==> config.mk <==
export PLATFORM = sky130hd
export DESIGN_NAME = dcrb_reg_bank
export DESIGN_NICKNAME = d
export VERILOG_FILES = /design/src/rtl/dcrb_pkg.sv /design/src/rtl/dcrb_sync.sv /design/src/rtl/dcrb_reg_bank.sv
export SDC_FILE = /design/constraint.sdc
export NUM_CORES = 2
export LEC_CHECK = 0
export ABC_AREA = 0
export BUFFER_PORTS_ARGS = -buffer_cell sky130_fd_sc_hd__buf_2
export CAP_MARGIN = 10
export CORE_ASPECT_RATIO = 0.9
export CORE_MARGIN = 1
export CORE_UTILIZATION = 40
export DETAILED_ROUTE_END_ITERATION = 8
export PLACE_DENSITY = 0.59
export SLEW_MARGIN = 20
export SYNTH_ARGS = -nofsm -noshare
export SYNTH_HDL_FRONTEND = slang
export SYNTH_SLANG_ARGS = --single-unit
==> constraint.sdc <==
create_clock -name REF_CLK -period 33.4 [get_ports REF_CLK]
set_input_delay 8.35 -clock REF_CLK [delete_from_list [all_inputs] [get_ports REF_CLK]]
set_output_delay 8.35 -clock REF_CLK [all_outputs]
set_load 0.05 [all_outputs]
==> src/rtl/dcrb_pkg.sv <==
// Package of register map, reset values and field positions for the config register bank
`default_nettype none
package dcrb_pkg;
  // ==========================================================
  // Serial frame layout
  localparam int INSTR_BITS = 16;
  localparam int BYTE_BITS = 8;
  localparam int ADDR_W = 13;
  localparam logic [3:0] INSTR_LAST = 4'hF;
  localparam logic [3:0] BYTE_LAST = 4'h7;
  localparam int INSTR_RW_BIT = 15;
  // ==========================================================
  // Register addresses
  localparam logic [12:0] A_PORT_CFG = 13'h000;
  localparam logic [12:0] A_CHIP_ID = 13'h001;
  localparam logic [12:0] A_GRADE = 13'h002;
  localparam logic [12:0] A_CHAN_SEL = 13'h005;
  localparam logic [12:0] A_COMMIT = 13'h0FF;
  localparam logic [12:0] A_PROG_LO = 13'h008;
  localparam logic [12:0] A_SHADOW_HI = 13'h018;
  localparam logic [12:0] A_PROG_HI = 13'h02E;
  localparam logic [12:0] A_CLOCK = 13'h009;
  localparam logic [12:0] A_OUT_MODE = 13'h014;
  localparam logic [12:0] A_DIG_LO = 13'h100;
  localparam logic [12:0] A_DIG_HI = 13'h11D;
  // ==========================================================
  // Array sizes and indices derived from the map
  localparam int PROG_N = 39;
  localparam int SHADOW_N = 17;
  localparam int DIG_N = 30;
  localparam int IDX_MODES = 0;
  localparam int IDX_CLOCK = 1;
  localparam int IDX_OUT_MODE = 12;
  // ==========================================================
  // Reset values and field positions
  localparam logic [7:0] PORT_CFG_RST = 8'h18;
  localparam logic [1:0] CHAN_SEL_RST = 2'h3;
  localparam logic [7:0] MODES_RST = 8'h80;
  localparam logic [7:0] CLOCK_RST = 8'h01;
  localparam logic [7:0] ZERO_BYTE = 8'h00;
  localparam int PORT_LSB_HI = 6;
  localparam int PORT_LSB_LO = 1;
  localparam int PORT_SRST_HI = 5;
  localparam int PORT_SRST_LO = 2;
  localparam int COMMIT_BIT = 0;
  localparam int CHAN_A = 0;
  localparam int CHAN_B = 1;
  localparam int CLOCK_STAB_BIT = 0;
  localparam logic [1:0] FMT_TWOS = 2'h1;
  localparam logic [1:0] STRAP_WAIT = 2'h3;
  // ==========================================================
  // Serial engine states
  typedef enum logic [1:0] {ST_IDLE, ST_INSTR, ST_DATA} dcrb_state_t;
  // Default of a program location by index
  function automatic logic [7:0] prog_default(input int idx);
    prog_default = (idx == IDX_MODES) ? MODES_RST : ((idx == IDX_CLOCK) ? CLOCK_RST : ZERO_BYTE);
  endfunction
endpackage
`default_nettype wire

==> src/rtl/dcrb_sync.sv <==
// Two flip-flop synchroniser for a vector of asynchronous levels
`default_nettype none
module dcrb_sync #(
  parameter int W = 1
) (
  input wire logic clk,
  input wire logic rst_n,
  input wire logic [W-1:0] d,
  output logic [W-1:0] q
);
  // ==========================================================
  // Stages
  logic [W-1:0] meta_r; // First stage, read only by the second
  // Only the second stage is visible to logic
  always_ff @(posedge clk or negedge rst_n) begin
    if (!rst_n) begin
      meta_r <= '0;
      q <= '0;
    end else begin
      meta_r <= d;
      q <= meta_r;
    end
  end
endmodule // dcrb_sync
`default_nettype wire

==> src/rtl/dcrb_reg_bank.sv <==
// Dual-channel configuration register bank behind a three-wire serial port
`default_nettype none
module dcrb_reg_bank #(
  parameter logic [7:0] CHIP_ID = 8'h5A, // Arbitrary value
  parameter logic [2:0] SPEED_GRADE = 3'h0 // Arbitrary value
) (
  input wire logic REF_CLK,
  input wire logic ARST_N,
  input wire logic SERIAL_SELECT_N,
  input wire logic SHIFT_CLOCK_FORMAT_STRAP,
  input wire logic SERIAL_IO_STABILIZER_STRAP_IN,
  output logic SERIAL_IO_STABILIZER_STRAP_OUT,
  output logic SERIAL_IO_STABILIZER_STRAP_OE,
  input wire logic OUTPUT_DISABLE_PIN,
  input wire logic POWERDOWN_PIN,
  output logic DUTY_CYCLE_STABILIZER,
  output logic DATA_FORMAT_SELECT,
  output logic DATA_OUTPUTS_ENABLE,
  output logic POWERDOWN_ACTIVE,
  output logic SERIAL_PORT_ENABLED,
  output logic [7:0] ACTIVE_MODES_A,
  output logic [7:0] ACTIVE_MODES_B
);
  // ==========================================================
  // Reset release
  logic [1:0] rst_pipe_r; // Release pipeline
  logic rst_n; // Synchronised reset used everywhere
  // Assert at once, release two edges later
  always_ff @(posedge REF_CLK or negedge ARST_N) begin
    if (!ARST_N) begin
      rst_pipe_r <= 2'h0;
    end else begin
      rst_pipe_r <= {rst_pipe_r[0], 1'b1};
    end
  end
  assign rst_n = rst_pipe_r[1];

  // ==========================================================
  // Pin synchronisers
  logic [4:0] pins_q; // Synchronised pin levels
  logic sel_q; // Serial select, low in a frame
  logic sclk_q; // Shift clock / format strap
  logic sdi_q; // Data in / stabilizer strap
  logic oeb_q; // Output disable pin
  logic powerdown_pin_q; // Power-down pin
  dcrb_sync #(.W(5)) u_sync (
    .clk(REF_CLK),
    .rst_n(rst_n),
    .d({SERIAL_SELECT_N, SHIFT_CLOCK_FORMAT_STRAP, SERIAL_IO_STABILIZER_STRAP_IN,
        OUTPUT_DISABLE_PIN, POWERDOWN_PIN}),
    .q(pins_q)
  );
  assign {sel_q, sclk_q, sdi_q, oeb_q, powerdown_pin_q} = pins_q;

  // ==========================================================
  // Strap capture
  logic [1:0] strap_wait_r; // Lets the synchroniser fill first
  logic strap_done_r; // Straps captured
  logic port_en_r; // Serial port enabled
  logic strap_stab_r; // Captured stabilizer strap
  logic strap_fmt_r; // Captured format strap
  // Sampled once after release; the levels are held for good since the
  // pins become serial signals later and must not steer the converter
  always_ff @(posedge REF_CLK or negedge rst_n) begin
    if (!rst_n) begin
      strap_wait_r <= 2'h0;
      strap_done_r <= 1'b0;
      port_en_r <= 1'b0;
      strap_stab_r <= 1'b1;
      strap_fmt_r <= 1'b0;
    end else if (!strap_done_r) begin
      if (strap_wait_r == dcrb_pkg::STRAP_WAIT) begin
        strap_done_r <= 1'b1;
        port_en_r <= ~sel_q;
        strap_stab_r <= sdi_q;
        strap_fmt_r <= sclk_q;
      end else begin
        strap_wait_r <= strap_wait_r + 2'h1;
      end
    end
  end

  // ==========================================================
  // Serial engine
  logic sclk_d_r; // Previous shift clock level
  logic sclk_rise; // Sampling edge
  logic sclk_fall; // Launch edge for read data
  logic frame_act; // Port enabled and selected
  dcrb_pkg::dcrb_state_t state_r; // Frame phase
  logic [3:0] bit_cnt_r; // Bits within phase
  logic [15:0] shift_r; // Incoming bits
  logic [15:0] word_in; // Shift register with the new bit
  logic [15:0] instr; // Instruction in MSB-first order
  logic [7:0] byte_in; // Data byte in MSB-first order
  logic [12:0] addr_r; // Current location
  logic is_read_r; // Frame is a read
  logic wr_en_r; // One-cycle write strobe
  logic [12:0] wr_addr_r; // Write location
  logic [7:0] wr_data_r; // Write byte
  logic load_tx_r; // Fetch the next read byte
  logic lsb_first_r; // Shift order

  // Bit order swap for LSB-first mode
  function automatic logic [15:0] rev16(input logic [15:0] v);
    for (int i = 0; i < dcrb_pkg::INSTR_BITS; i++) begin
      rev16[i] = v[dcrb_pkg::INSTR_BITS-1-i];
    end
  endfunction
  function automatic logic [7:0] rev8(input logic [7:0] v);
    for (int i = 0; i < dcrb_pkg::BYTE_BITS; i++) begin
      rev8[i] = v[dcrb_pkg::BYTE_BITS-1-i];
    end
  endfunction

  assign sclk_rise = sclk_q & ~sclk_d_r;
  assign sclk_fall = ~sclk_q & sclk_d_r;
  assign frame_act = port_en_r & strap_done_r & ~sel_q;
  assign word_in = {shift_r[14:0], sdi_q};
  assign instr = lsb_first_r ? rev16(word_in) : word_in;
  assign byte_in = lsb_first_r ? rev8(word_in[7:0]) : word_in[7:0];

  // Edge history of the shift clock
  always_ff @(posedge REF_CLK or negedge rst_n) begin
    if (!rst_n) begin
      sclk_d_r <= 1'b0;
    end else begin
      sclk_d_r <= sclk_q;
    end
  end

  // Frame sequencing: instruction, then bytes until select rises
  always_ff @(posedge REF_CLK or negedge rst_n) begin
    if (!rst_n) begin
      state_r <= dcrb_pkg::ST_IDLE;
      bit_cnt_r <= 4'h0;
      shift_r <= 16'h0000;
      addr_r <= 13'h0000;
      is_read_r <= 1'b0;
      wr_en_r <= 1'b0;
      wr_addr_r <= 13'h0000;
      wr_data_r <= 8'h00;
      load_tx_r <= 1'b0;
    end else begin
      wr_en_r <= 1'b0;
      load_tx_r <= 1'b0;
      if (!frame_act) begin
        // Select high ends any frame, even mid-byte
        state_r <= dcrb_pkg::ST_IDLE;
        bit_cnt_r <= 4'h0;
      end else begin
        case (state_r)
          dcrb_pkg::ST_IDLE: begin
            state_r <= dcrb_pkg::ST_INSTR;
            bit_cnt_r <= 4'h0;
          end
          dcrb_pkg::ST_INSTR: begin
            if (sclk_rise) begin
              shift_r <= word_in;
              bit_cnt_r <= bit_cnt_r + 4'h1;
              if (bit_cnt_r == dcrb_pkg::INSTR_LAST) begin
                is_read_r <= instr[dcrb_pkg::INSTR_RW_BIT];
                addr_r <= instr[dcrb_pkg::ADDR_W-1:0];
                load_tx_r <= instr[dcrb_pkg::INSTR_RW_BIT];
                state_r <= dcrb_pkg::ST_DATA;
                bit_cnt_r <= 4'h0;
              end
            end
          end
          dcrb_pkg::ST_DATA: begin
            if (sclk_rise) begin
              shift_r <= word_in;
              bit_cnt_r <= bit_cnt_r + 4'h1;
              if (bit_cnt_r == dcrb_pkg::BYTE_LAST) begin
                // Byte complete: write it on a write frame, then stream to next location
                wr_en_r <= ~is_read_r;
                wr_addr_r <= addr_r;
                wr_data_r <= byte_in;
                addr_r <= addr_r + 13'h0001;
                load_tx_r <= is_read_r;
                bit_cnt_r <= 4'h0;
              end
            end
          end
          default: begin
            state_r <= dcrb_pkg::ST_IDLE;
          end
        endcase
      end
    end
  end

  // ==========================================================
  // Register storage
  logic [1:0] chan_sel_r; // Channel select bits
  logic [7:0] prog_r [2][dcrb_pkg::PROG_N]; // Local program copies
  logic [7:0] act_r [2][dcrb_pkg::SHADOW_N]; // Applied shadow copies
  logic [7:0] dig_r [dcrb_pkg::DIG_N]; // Global digital block
  logic [5:0] prog_idx; // Program index of write
  logic [4:0] dig_idx; // Digital index of write
  logic wr_prog; // Write hits program area
  logic wr_dig; // Write hits digital area
  logic soft_rst; // Soft reset request
  logic commit; // Commit request

  assign prog_idx = 6'(wr_addr_r - dcrb_pkg::A_PROG_LO);
  assign dig_idx = 5'(wr_addr_r - dcrb_pkg::A_DIG_LO);
  assign wr_prog = wr_en_r && wr_addr_r >= dcrb_pkg::A_PROG_LO && wr_addr_r <= dcrb_pkg::A_PROG_HI;
  assign wr_dig = wr_en_r && wr_addr_r >= dcrb_pkg::A_DIG_LO && wr_addr_r <= dcrb_pkg::A_DIG_HI;
  assign soft_rst = wr_en_r && wr_addr_r == dcrb_pkg::A_PORT_CFG
    && (wr_data_r[dcrb_pkg::PORT_SRST_HI] || wr_data_r[dcrb_pkg::PORT_SRST_LO]);
  // Bit 0 clear leaves applied copies alone; the request lives one cycle, so it clears itself
  assign commit = wr_en_r && wr_addr_r == dcrb_pkg::A_COMMIT
    && wr_data_r[dcrb_pkg::COMMIT_BIT];

  // Port order; either mirrored bit sets LSB first
  always_ff @(posedge REF_CLK or negedge rst_n) begin
    if (!rst_n) begin
      lsb_first_r <= 1'b0;
    end else if (soft_rst) begin
      lsb_first_r <= 1'b0;
    end else if (wr_en_r && wr_addr_r == dcrb_pkg::A_PORT_CFG) begin
      lsb_first_r <= wr_data_r[dcrb_pkg::PORT_LSB_HI] | wr_data_r[dcrb_pkg::PORT_LSB_LO];
    end
  end

  // Channel select; open bits are not stored
  always_ff @(posedge REF_CLK or negedge rst_n) begin
    if (!rst_n) begin
      chan_sel_r <= dcrb_pkg::CHAN_SEL_RST;
    end else if (soft_rst) begin
      chan_sel_r <= dcrb_pkg::CHAN_SEL_RST;
    end else if (wr_en_r && wr_addr_r == dcrb_pkg::A_CHAN_SEL) begin
      chan_sel_r <= wr_data_r[1:0];
    end
  end

  // Program area: one copy per channel, steered by the select bits
  always_ff @(posedge REF_CLK or negedge rst_n) begin
    if (!rst_n) begin
      for (int c = 0; c < 2; c++) begin
        for (int i = 0; i < dcrb_pkg::PROG_N; i++) begin
          prog_r[c][i] <= dcrb_pkg::prog_default(i);
        end
      end
    end else if (soft_rst) begin
      for (int c = 0; c < 2; c++) begin
        for (int i = 0; i < dcrb_pkg::PROG_N; i++) begin
          prog_r[c][i] <= dcrb_pkg::prog_default(i);
        end
      end
    end else if (wr_prog) begin
      for (int c = 0; c < 2; c++) begin
        if (chan_sel_r[c]) begin
          prog_r[c][prog_idx] <= wr_data_r;
        end
      end
    end
  end

  // Applied copies of the shadowed span change only on commit or soft reset
  always_ff @(posedge REF_CLK or negedge rst_n) begin
    if (!rst_n) begin
      for (int c = 0; c < 2; c++) begin
        for (int i = 0; i < dcrb_pkg::SHADOW_N; i++) begin
          act_r[c][i] <= dcrb_pkg::prog_default(i);
        end
      end
    end else if (soft_rst) begin
      for (int c = 0; c < 2; c++) begin
        for (int i = 0; i < dcrb_pkg::SHADOW_N; i++) begin
          act_r[c][i] <= dcrb_pkg::prog_default(i);
        end
      end
    end else if (commit) begin
      for (int c = 0; c < 2; c++) begin
        for (int i = 0; i < dcrb_pkg::SHADOW_N; i++) begin
          act_r[c][i] <= prog_r[c][i];
        end
      end
    end
  end

  // Digital area is global, select bits ignored
  always_ff @(posedge REF_CLK or negedge rst_n) begin
    if (!rst_n) begin
      for (int i = 0; i < dcrb_pkg::DIG_N; i++) begin
        dig_r[i] <= dcrb_pkg::ZERO_BYTE;
      end
    end else if (soft_rst) begin
      for (int i = 0; i < dcrb_pkg::DIG_N; i++) begin
        dig_r[i] <= dcrb_pkg::ZERO_BYTE;
      end
    end else if (wr_dig) begin
      dig_r[dig_idx] <= wr_data_r;
    end
  end

  // ==========================================================
  // Read path
  logic [7:0] rdata; // Byte at the current location
  logic [5:0] rd_prog_idx; // Program index of read
  logic [4:0] rd_dig_idx; // Digital index of read
  assign rd_prog_idx = 6'(addr_r - dcrb_pkg::A_PROG_LO);
  assign rd_dig_idx = 5'(addr_r - dcrb_pkg::A_DIG_LO);

  // Unmapped and write-only locations read as zero
  always_comb begin
    rdata = dcrb_pkg::ZERO_BYTE;
    if (addr_r == dcrb_pkg::A_PORT_CFG) begin
      rdata = dcrb_pkg::PORT_CFG_RST;
      rdata[dcrb_pkg::PORT_LSB_HI] = lsb_first_r;
      rdata[dcrb_pkg::PORT_LSB_LO] = lsb_first_r;
    end else if (addr_r == dcrb_pkg::A_CHIP_ID) begin
      rdata = CHIP_ID;
    end else if (addr_r == dcrb_pkg::A_GRADE) begin
      rdata = {1'b0, SPEED_GRADE, 4'h0};
    end else if (addr_r == dcrb_pkg::A_CHAN_SEL) begin
      rdata = {6'h00, chan_sel_r};
    end else if (addr_r >= dcrb_pkg::A_PROG_LO && addr_r <= dcrb_pkg::A_PROG_HI) begin
      // Channel A wins when both are selected
      rdata = chan_sel_r[dcrb_pkg::CHAN_A] ? prog_r[dcrb_pkg::CHAN_A][rd_prog_idx]
        : prog_r[dcrb_pkg::CHAN_B][rd_prog_idx];
    end else if (addr_r >= dcrb_pkg::A_DIG_LO && addr_r <= dcrb_pkg::A_DIG_HI) begin
      rdata = dig_r[rd_dig_idx];
    end
  end

  // Read shifter: loaded a cycle after the address settles, launched on falling edges
  logic [7:0] tx_r; // Outgoing byte, next bit on top
  always_ff @(posedge REF_CLK or negedge rst_n) begin
    if (!rst_n) begin
      tx_r <= 8'h00;
      SERIAL_IO_STABILIZER_STRAP_OUT <= 1'b0;
      SERIAL_IO_STABILIZER_STRAP_OE <= 1'b0;
    end else if (!frame_act) begin
      SERIAL_IO_STABILIZER_STRAP_OE <= 1'b0;
    end else if (load_tx_r) begin
      tx_r <= lsb_first_r ? rev8(rdata) : rdata;
      SERIAL_IO_STABILIZER_STRAP_OE <= 1'b1;
    end else if (sclk_fall && SERIAL_IO_STABILIZER_STRAP_OE) begin
      SERIAL_IO_STABILIZER_STRAP_OUT <= tx_r[7];
      tx_r <= {tx_r[6:0], 1'b0};
    end
  end

  // ==========================================================
  // Static controls
  always_ff @(posedge REF_CLK or negedge rst_n) begin
    if (!rst_n) begin
      DUTY_CYCLE_STABILIZER <= 1'b1;
      DATA_FORMAT_SELECT <= 1'b0;
      DATA_OUTPUTS_ENABLE <= 1'b0;
      POWERDOWN_ACTIVE <= 1'b0;
      SERIAL_PORT_ENABLED <= 1'b0;
      ACTIVE_MODES_A <= dcrb_pkg::MODES_RST;
      ACTIVE_MODES_B <= dcrb_pkg::MODES_RST;
    end else begin
      if (port_en_r) begin
        DUTY_CYCLE_STABILIZER <= act_r[dcrb_pkg::CHAN_A][dcrb_pkg::IDX_CLOCK][dcrb_pkg::CLOCK_STAB_BIT];
        DATA_FORMAT_SELECT <= act_r[dcrb_pkg::CHAN_A][dcrb_pkg::IDX_OUT_MODE][1:0] == dcrb_pkg::FMT_TWOS;
      end else begin
        DUTY_CYCLE_STABILIZER <= strap_stab_r;
        DATA_FORMAT_SELECT <= strap_fmt_r;
      end
      DATA_OUTPUTS_ENABLE <= ~oeb_q;
      POWERDOWN_ACTIVE <= powerdown_pin_q;
      SERIAL_PORT_ENABLED <= port_en_r;
      ACTIVE_MODES_A <= act_r[dcrb_pkg::CHAN_A][dcrb_pkg::IDX_MODES];
      ACTIVE_MODES_B <= act_r[dcrb_pkg::CHAN_B][dcrb_pkg::IDX_MODES];
    end
  end
endmodule // dcrb_reg_bank
`default_nettype wire

Word-level counts from Yosys, hierarchy flattened:

Index checks and enable logic that the tools add are counted.

* flip-flop bits (word level): 994
* bits of input ports: 7
* logic and storage cells: 312

* bitwise logic cells: 17
* $add $sub $neg: 7
* eq/ne operators: 21
* reductions and logical operators: 40
* order comparisons: 14
* muxes and demuxes: 71

Operators by type and width (number)
* 624-bit two-way mux: 2
* 312-bit bitwise mux: 2
* 312-bit two-way mux: 2
* 272-bit two-way mux: 2
* 240-bit two-way mux: 2
* 240-bit bitwise mux: 1
* 8-bit two-way mux: 19
* 8-bit binary-select mux with 6-bit select: 2
* 13-bit two-way mux: 4
* 8-bit demux with 6-bit select: 1
* 8-bit binary-select mux with 5-bit select: 1
* 8-bit demux with 5-bit select: 1
* 13-bit by 3-bit == test with 1-bit output, second input constant: 2
* 13-bit by 4-bit greater-or-equal comparator with 1-bit output, second input constant: 2
* 13-bit by 9-bit greater-or-equal comparator with 1-bit output, second input constant: 2
* 13-bit by 6-bit <= comparator with 1-bit output, second input constant: 2
* 13-bit by 9-bit <= comparator with 1-bit output, second input constant: 2
* 13-bit zero test: 2
* 13-bit one-hot mux with 2 select lines: 1
* 4-bit two-way mux: 5
* 2-bit nonzero test: 9
* 1-bit two-way mux: 17
* 16-bit two-way mux: 1
* 7-bit greater-or-equal comparator, second input constant: 2
* other kinds (36): 84

Logic depth before layout (Yosys ltp):

* word-level depth: 13
* gate-level depth with buffers: 14
* depth with buffers taken out: 10

Cells and area by module:

From an unflattened synthesis, not the netlist that was laid out.

* cell total of the unflattened synthesis: 4293
* area total of the unflattened synthesis: 46103.0 um^2

By module, submodules not included
* dcrb_reg_bank: times used 1, cells an instance 4283, seq. area each 24639.9 um^2, area each 45852.7 um^2
* dcrb_sync: times used 1, cells an instance 10, seq. area each 250.2 um^2, area each 250.2 um^2

Worst setup path after synthesis:

Ideal clock, no wire load.

* kind: flip-flop to output port
* start point: register ACTIVE_MODES_A[7]
* end point: output ACTIVE_MODES_A[7]
* arrival time: 656 ps
* required time: 25050 ps
* cell stages (with the launch flop): 1
* buffers on the path: 0
* slack: 24394 ps
* cells stage by stage: dfstp_2

RTL lines
* from (decl): line dcrb_reg_bank.sv:21 `output logic [7:0] ACTIVE_MODES_A,`
* from (signal assigned): line dcrb_reg_bank.sv:355 `ACTIVE_MODES_A <= dcrb_pkg::MODES_RST;`
* from (signal assigned): line dcrb_reg_bank.sv:368 `ACTIVE_MODES_A <= act_r[dcrb_pkg::CHAN_A][dcrb_pkg::IDX_MODES];`

No word-level cell between the ends.

Worst setup path in the final report:

* start point: register ACTIVE_MODES_B[7]
* end point: output ACTIVE_MODES_B[7]

RTL lines
* from (decl): line dcrb_reg_bank.sv:22 `output logic [7:0] ACTIVE_MODES_B`
* from (signal assigned): line dcrb_reg_bank.sv:356 `ACTIVE_MODES_B <= dcrb_pkg::MODES_RST;`
* from (signal assigned): line dcrb_reg_bank.sv:369 `ACTIVE_MODES_B <= act_r[dcrb_pkg::CHAN_B][dcrb_pkg::IDX_MODES];`

No word-level cell between the ends.

==> impl_metrics.ini <==
[cts]
htreeDepth = 3
clock_latency_ns = 0.72
cts_tree = done
cts_buffers = 104
cts-root-buf = clkbuf_16
hold_buffers = 0
cts.clk_slew.worst_paths_ns = 0.06
cts.sinks = 994
max-clock-path-buffers = 3
post-cts-setup-buffers = 0
cts_resized = 0

[global_routing]
grt-ovfl-total = 0
grt_max_degree = 176
grt_pass1_wl_mm = 231
first_global_vias = 33800
grt_antenna_before_repair = 2
groute.usage.overall = 0.263

[setup_path]
worst_ep_required_time_ns = 25.05
r2r-end = tx_r[3]
path_class = reg -> out
max_stage_delay_ns = 0.52
cp_max_fo = 1
critPathCapture = ACTIVE_MODES_B[7]
crit_chain = buf_2
crit_buf_inv = 1
critPathCaptureType = primary output
r2r_start = addr_r[1]
worstRegToRegCells = 10
cpMaxStageDelayCell = dfstp_2
worstPathArrival_ns = 1.47
crit_cells = 1
startpoint_type = register
crit_family = flip-flops
crit_start = ACTIVE_MODES_B[7]
r2r_slack_ns = 27.55

[synthesis]
ys_top_cells_by_count = dfrtp_1, a22o_1, nand2_1
yosys.cell_count.top_type = dfrtp_1
synth.top_cells.by_area = dfrtp_1, a22o_1, mux4_2, a21oi_1, nand2_1
synth_top_area_cell = dfrtp_1
synth-seq-cells = 994
syn_nets = 4057
yosys.cell_types.count = 84
synthFlopType = dfrtp_1
synth-edff-count = 0
synth_top_area_share = 0.536
synth_warnings = 0
synth-seq-area-share = 0.543
syn_avg_cell_area_um2 = 11.4
synthesis.area_um2 = 45800
async_flop_share = 1.00
postSynthCellCount = 4032

[layout]
fin_cells = 5505
syn_to_final_growth_pct = 11.3
fillCellCount = 10500
num-nets-final = 3953
drive_above_1_share = 0.151
antenna-diode-count = 0

[timing]
fmax_ghz = 0.102
finalSetupTns_ns = 0
hold_viol_final = 0
min_period_ns = 9.82
setup_viol = 0
finalMaxSlewViolations = 0
relSlewSlack = 0.210
rsz0062_at_grt = false
skew_ns = 0.0260
layout_setup_ws_ns = 23.58
finalCritPeriodShare = 0.294
tightest_slew_ns = 1.19

[floorplanning]
initial_utilization = 0.404
design.die.area_um2 = 116000
fp.dieH_um = 323
rows = 117
die_width_um = 359
ioPinCount = 30
core_area_um2 = 113000

[placement]
dp_hpwl_mm = 92.4
dp_cells = 5308
port_buffers = 29
finalWeightedCongestion = 0.938
place_ws_ns = 24.30

[detailed_routing]
drt_wl_total_mm = 152
dr.pass1.iters = 6
vias = 35300
wl_per_cell_um = 27.6
drc = 0
viasPerCell = 6.41
drt-initial-drc-count = 4214
ant_nets = 0

[job]
cap_violations = 0

[power_and_ir_drop]
netSwitchingPower_w = 0.000550
seqPwrFrac = 0.483
peakVddDrop_mv = 0.0455
powerDensity_nw_per_um2 = 49.1
p_leak_nw = 22.0
finalPower_w = 0.00250
combinationalPowerShare = 0.012
p_int_w = 0.00195
swShare = 0.220
pwr-share-clk = 0.505

[run_status]
status = finished clean

[hold_path]
hold_path_class = reg -> async
==> area by class of cell <==
cell class / count / area [um2] / area share
clock buffers: 144 / 3020 / 0.0591
repair buffers: 147 / 1080 / 0.0213
inverters: 34 / 128 / 0.00250
flip-flops and latches: 994 / 24900 / 0.488
well taps: 1487 / 1860 / 0.0365
clock inverters: 52 / 714 / 0.0140
multi-input cells: 2647 / 19300 / 0.378
==> stage by stage <==
step           hold WS, ns  instance area (um2)   util
2_1_floorplan        0.331                45800      -
3_3_place_gp         0.332                47200  0.417
3_5_place_dp         0.336                47200  0.417
4_1_cts              0.353                51000  0.450
5_1_grt              0.357                51000  0.450
6_report             0.322                51000  0.450
==> metal layers <==
layer / up-vias / global-route usage / part of all wire
li1: 15000 / - / -
met1: 18200 / 0.402 / 0.45
met2: 1752 / 0.367 / 0.42
met3: 320 / 0.0544 / 0.091
met4: 2 / 0.0887 / 0.037
met5: - / 0 / 0.000072
==> worst min path at each step <==
stage | start | to | slack, ns | cells past startpoint
6_report | rst_pipe_r[1] | u_sync.meta_r[0] | 0.32 | 0
5_1_grt | u_sync.meta_r[4] | u_sync.q[4] | 0.36 | 0
4_1_cts | u_sync.meta_r[1] | u_sync.q[1] | 0.35 | 0
3_5_place_dp | rst_pipe_r[0] | rst_pipe_r[1] | 0.34 | 0
3_3_place_gp | u_sync.meta_r[1] | u_sync.q[1] | 0.33 | 0
2_1_floorplan | u_sync.q[0] | POWERDOWN_ACTIVE | 0.33 | 0
==> power groups by stage <==
stage	Sequential [W]	Combinational (W)	Clock [W]
after floorplan	0.00125	0.00000408	0
after global placement	0.00123	0.0000324	0
after detailed placement	0.00123	0.0000322	0
after CTS	0.00121	0.0000323	0.00128
after global routing	0.00121	0.0000362	0.00133
final	0.00121	0.0000307	0.00126
==> registers in the layout, summed over array words and instances (netlist names), 4 cells and up <==
| signal | flops |
|---|---|
| u_sync.meta_r | 5 |
| tx_r | 8 |
| wr_addr_r | 13 |
| dig_r | 240 |
| wr_data_r | 8 |
| shift_r | 15 |
| addr_r | 13 |
| prog_r | 624 |
| act_r | 19 |
| ACTIVE_MODES_B | 8 |
| bit_cnt_r | 4 |
| u_sync.q | 5 |
| ACTIVE_MODES_A | 8 |
==> layout by cell type, fill, tap and decap left out, types with 66 or more instances in the layout <==
master     synthesis  routed
dfrtp_1          981     976
a22o_1           572     572
nand2_1          387     385
a21oi_1          325     325
nand3_1          273     273
nor2_1           155     149
mux2i_1          132     132
buf_4             28     113
o21ai_0          112     112
mux4_2           108     108
clkbuf_16          0     106
mux2_2           104     104
o31ai_1           66      66
==> cells by family (layout without fill, tap and decap cells) <==
kind of cell | after synthesis | in the layout | share of synthesized area
buffers and inverters | 391 | 377 | 0.0380
xor gates and xnor gates | 4 | 4 | 0.000929
other | 1 | 1 | 0.0000819
DFF | 994 | 994 | 0.543
and+or+nand+nor | 955 | 955 | 0.0941
AOI/OAI and AO/OA | 1325 | 1325 | 0.211
muxes | 344 | 344 | 0.107
adders and majority gates | 18 | 18 | 0.00492
No activity file was read; power rests on OpenSTA's default activity.
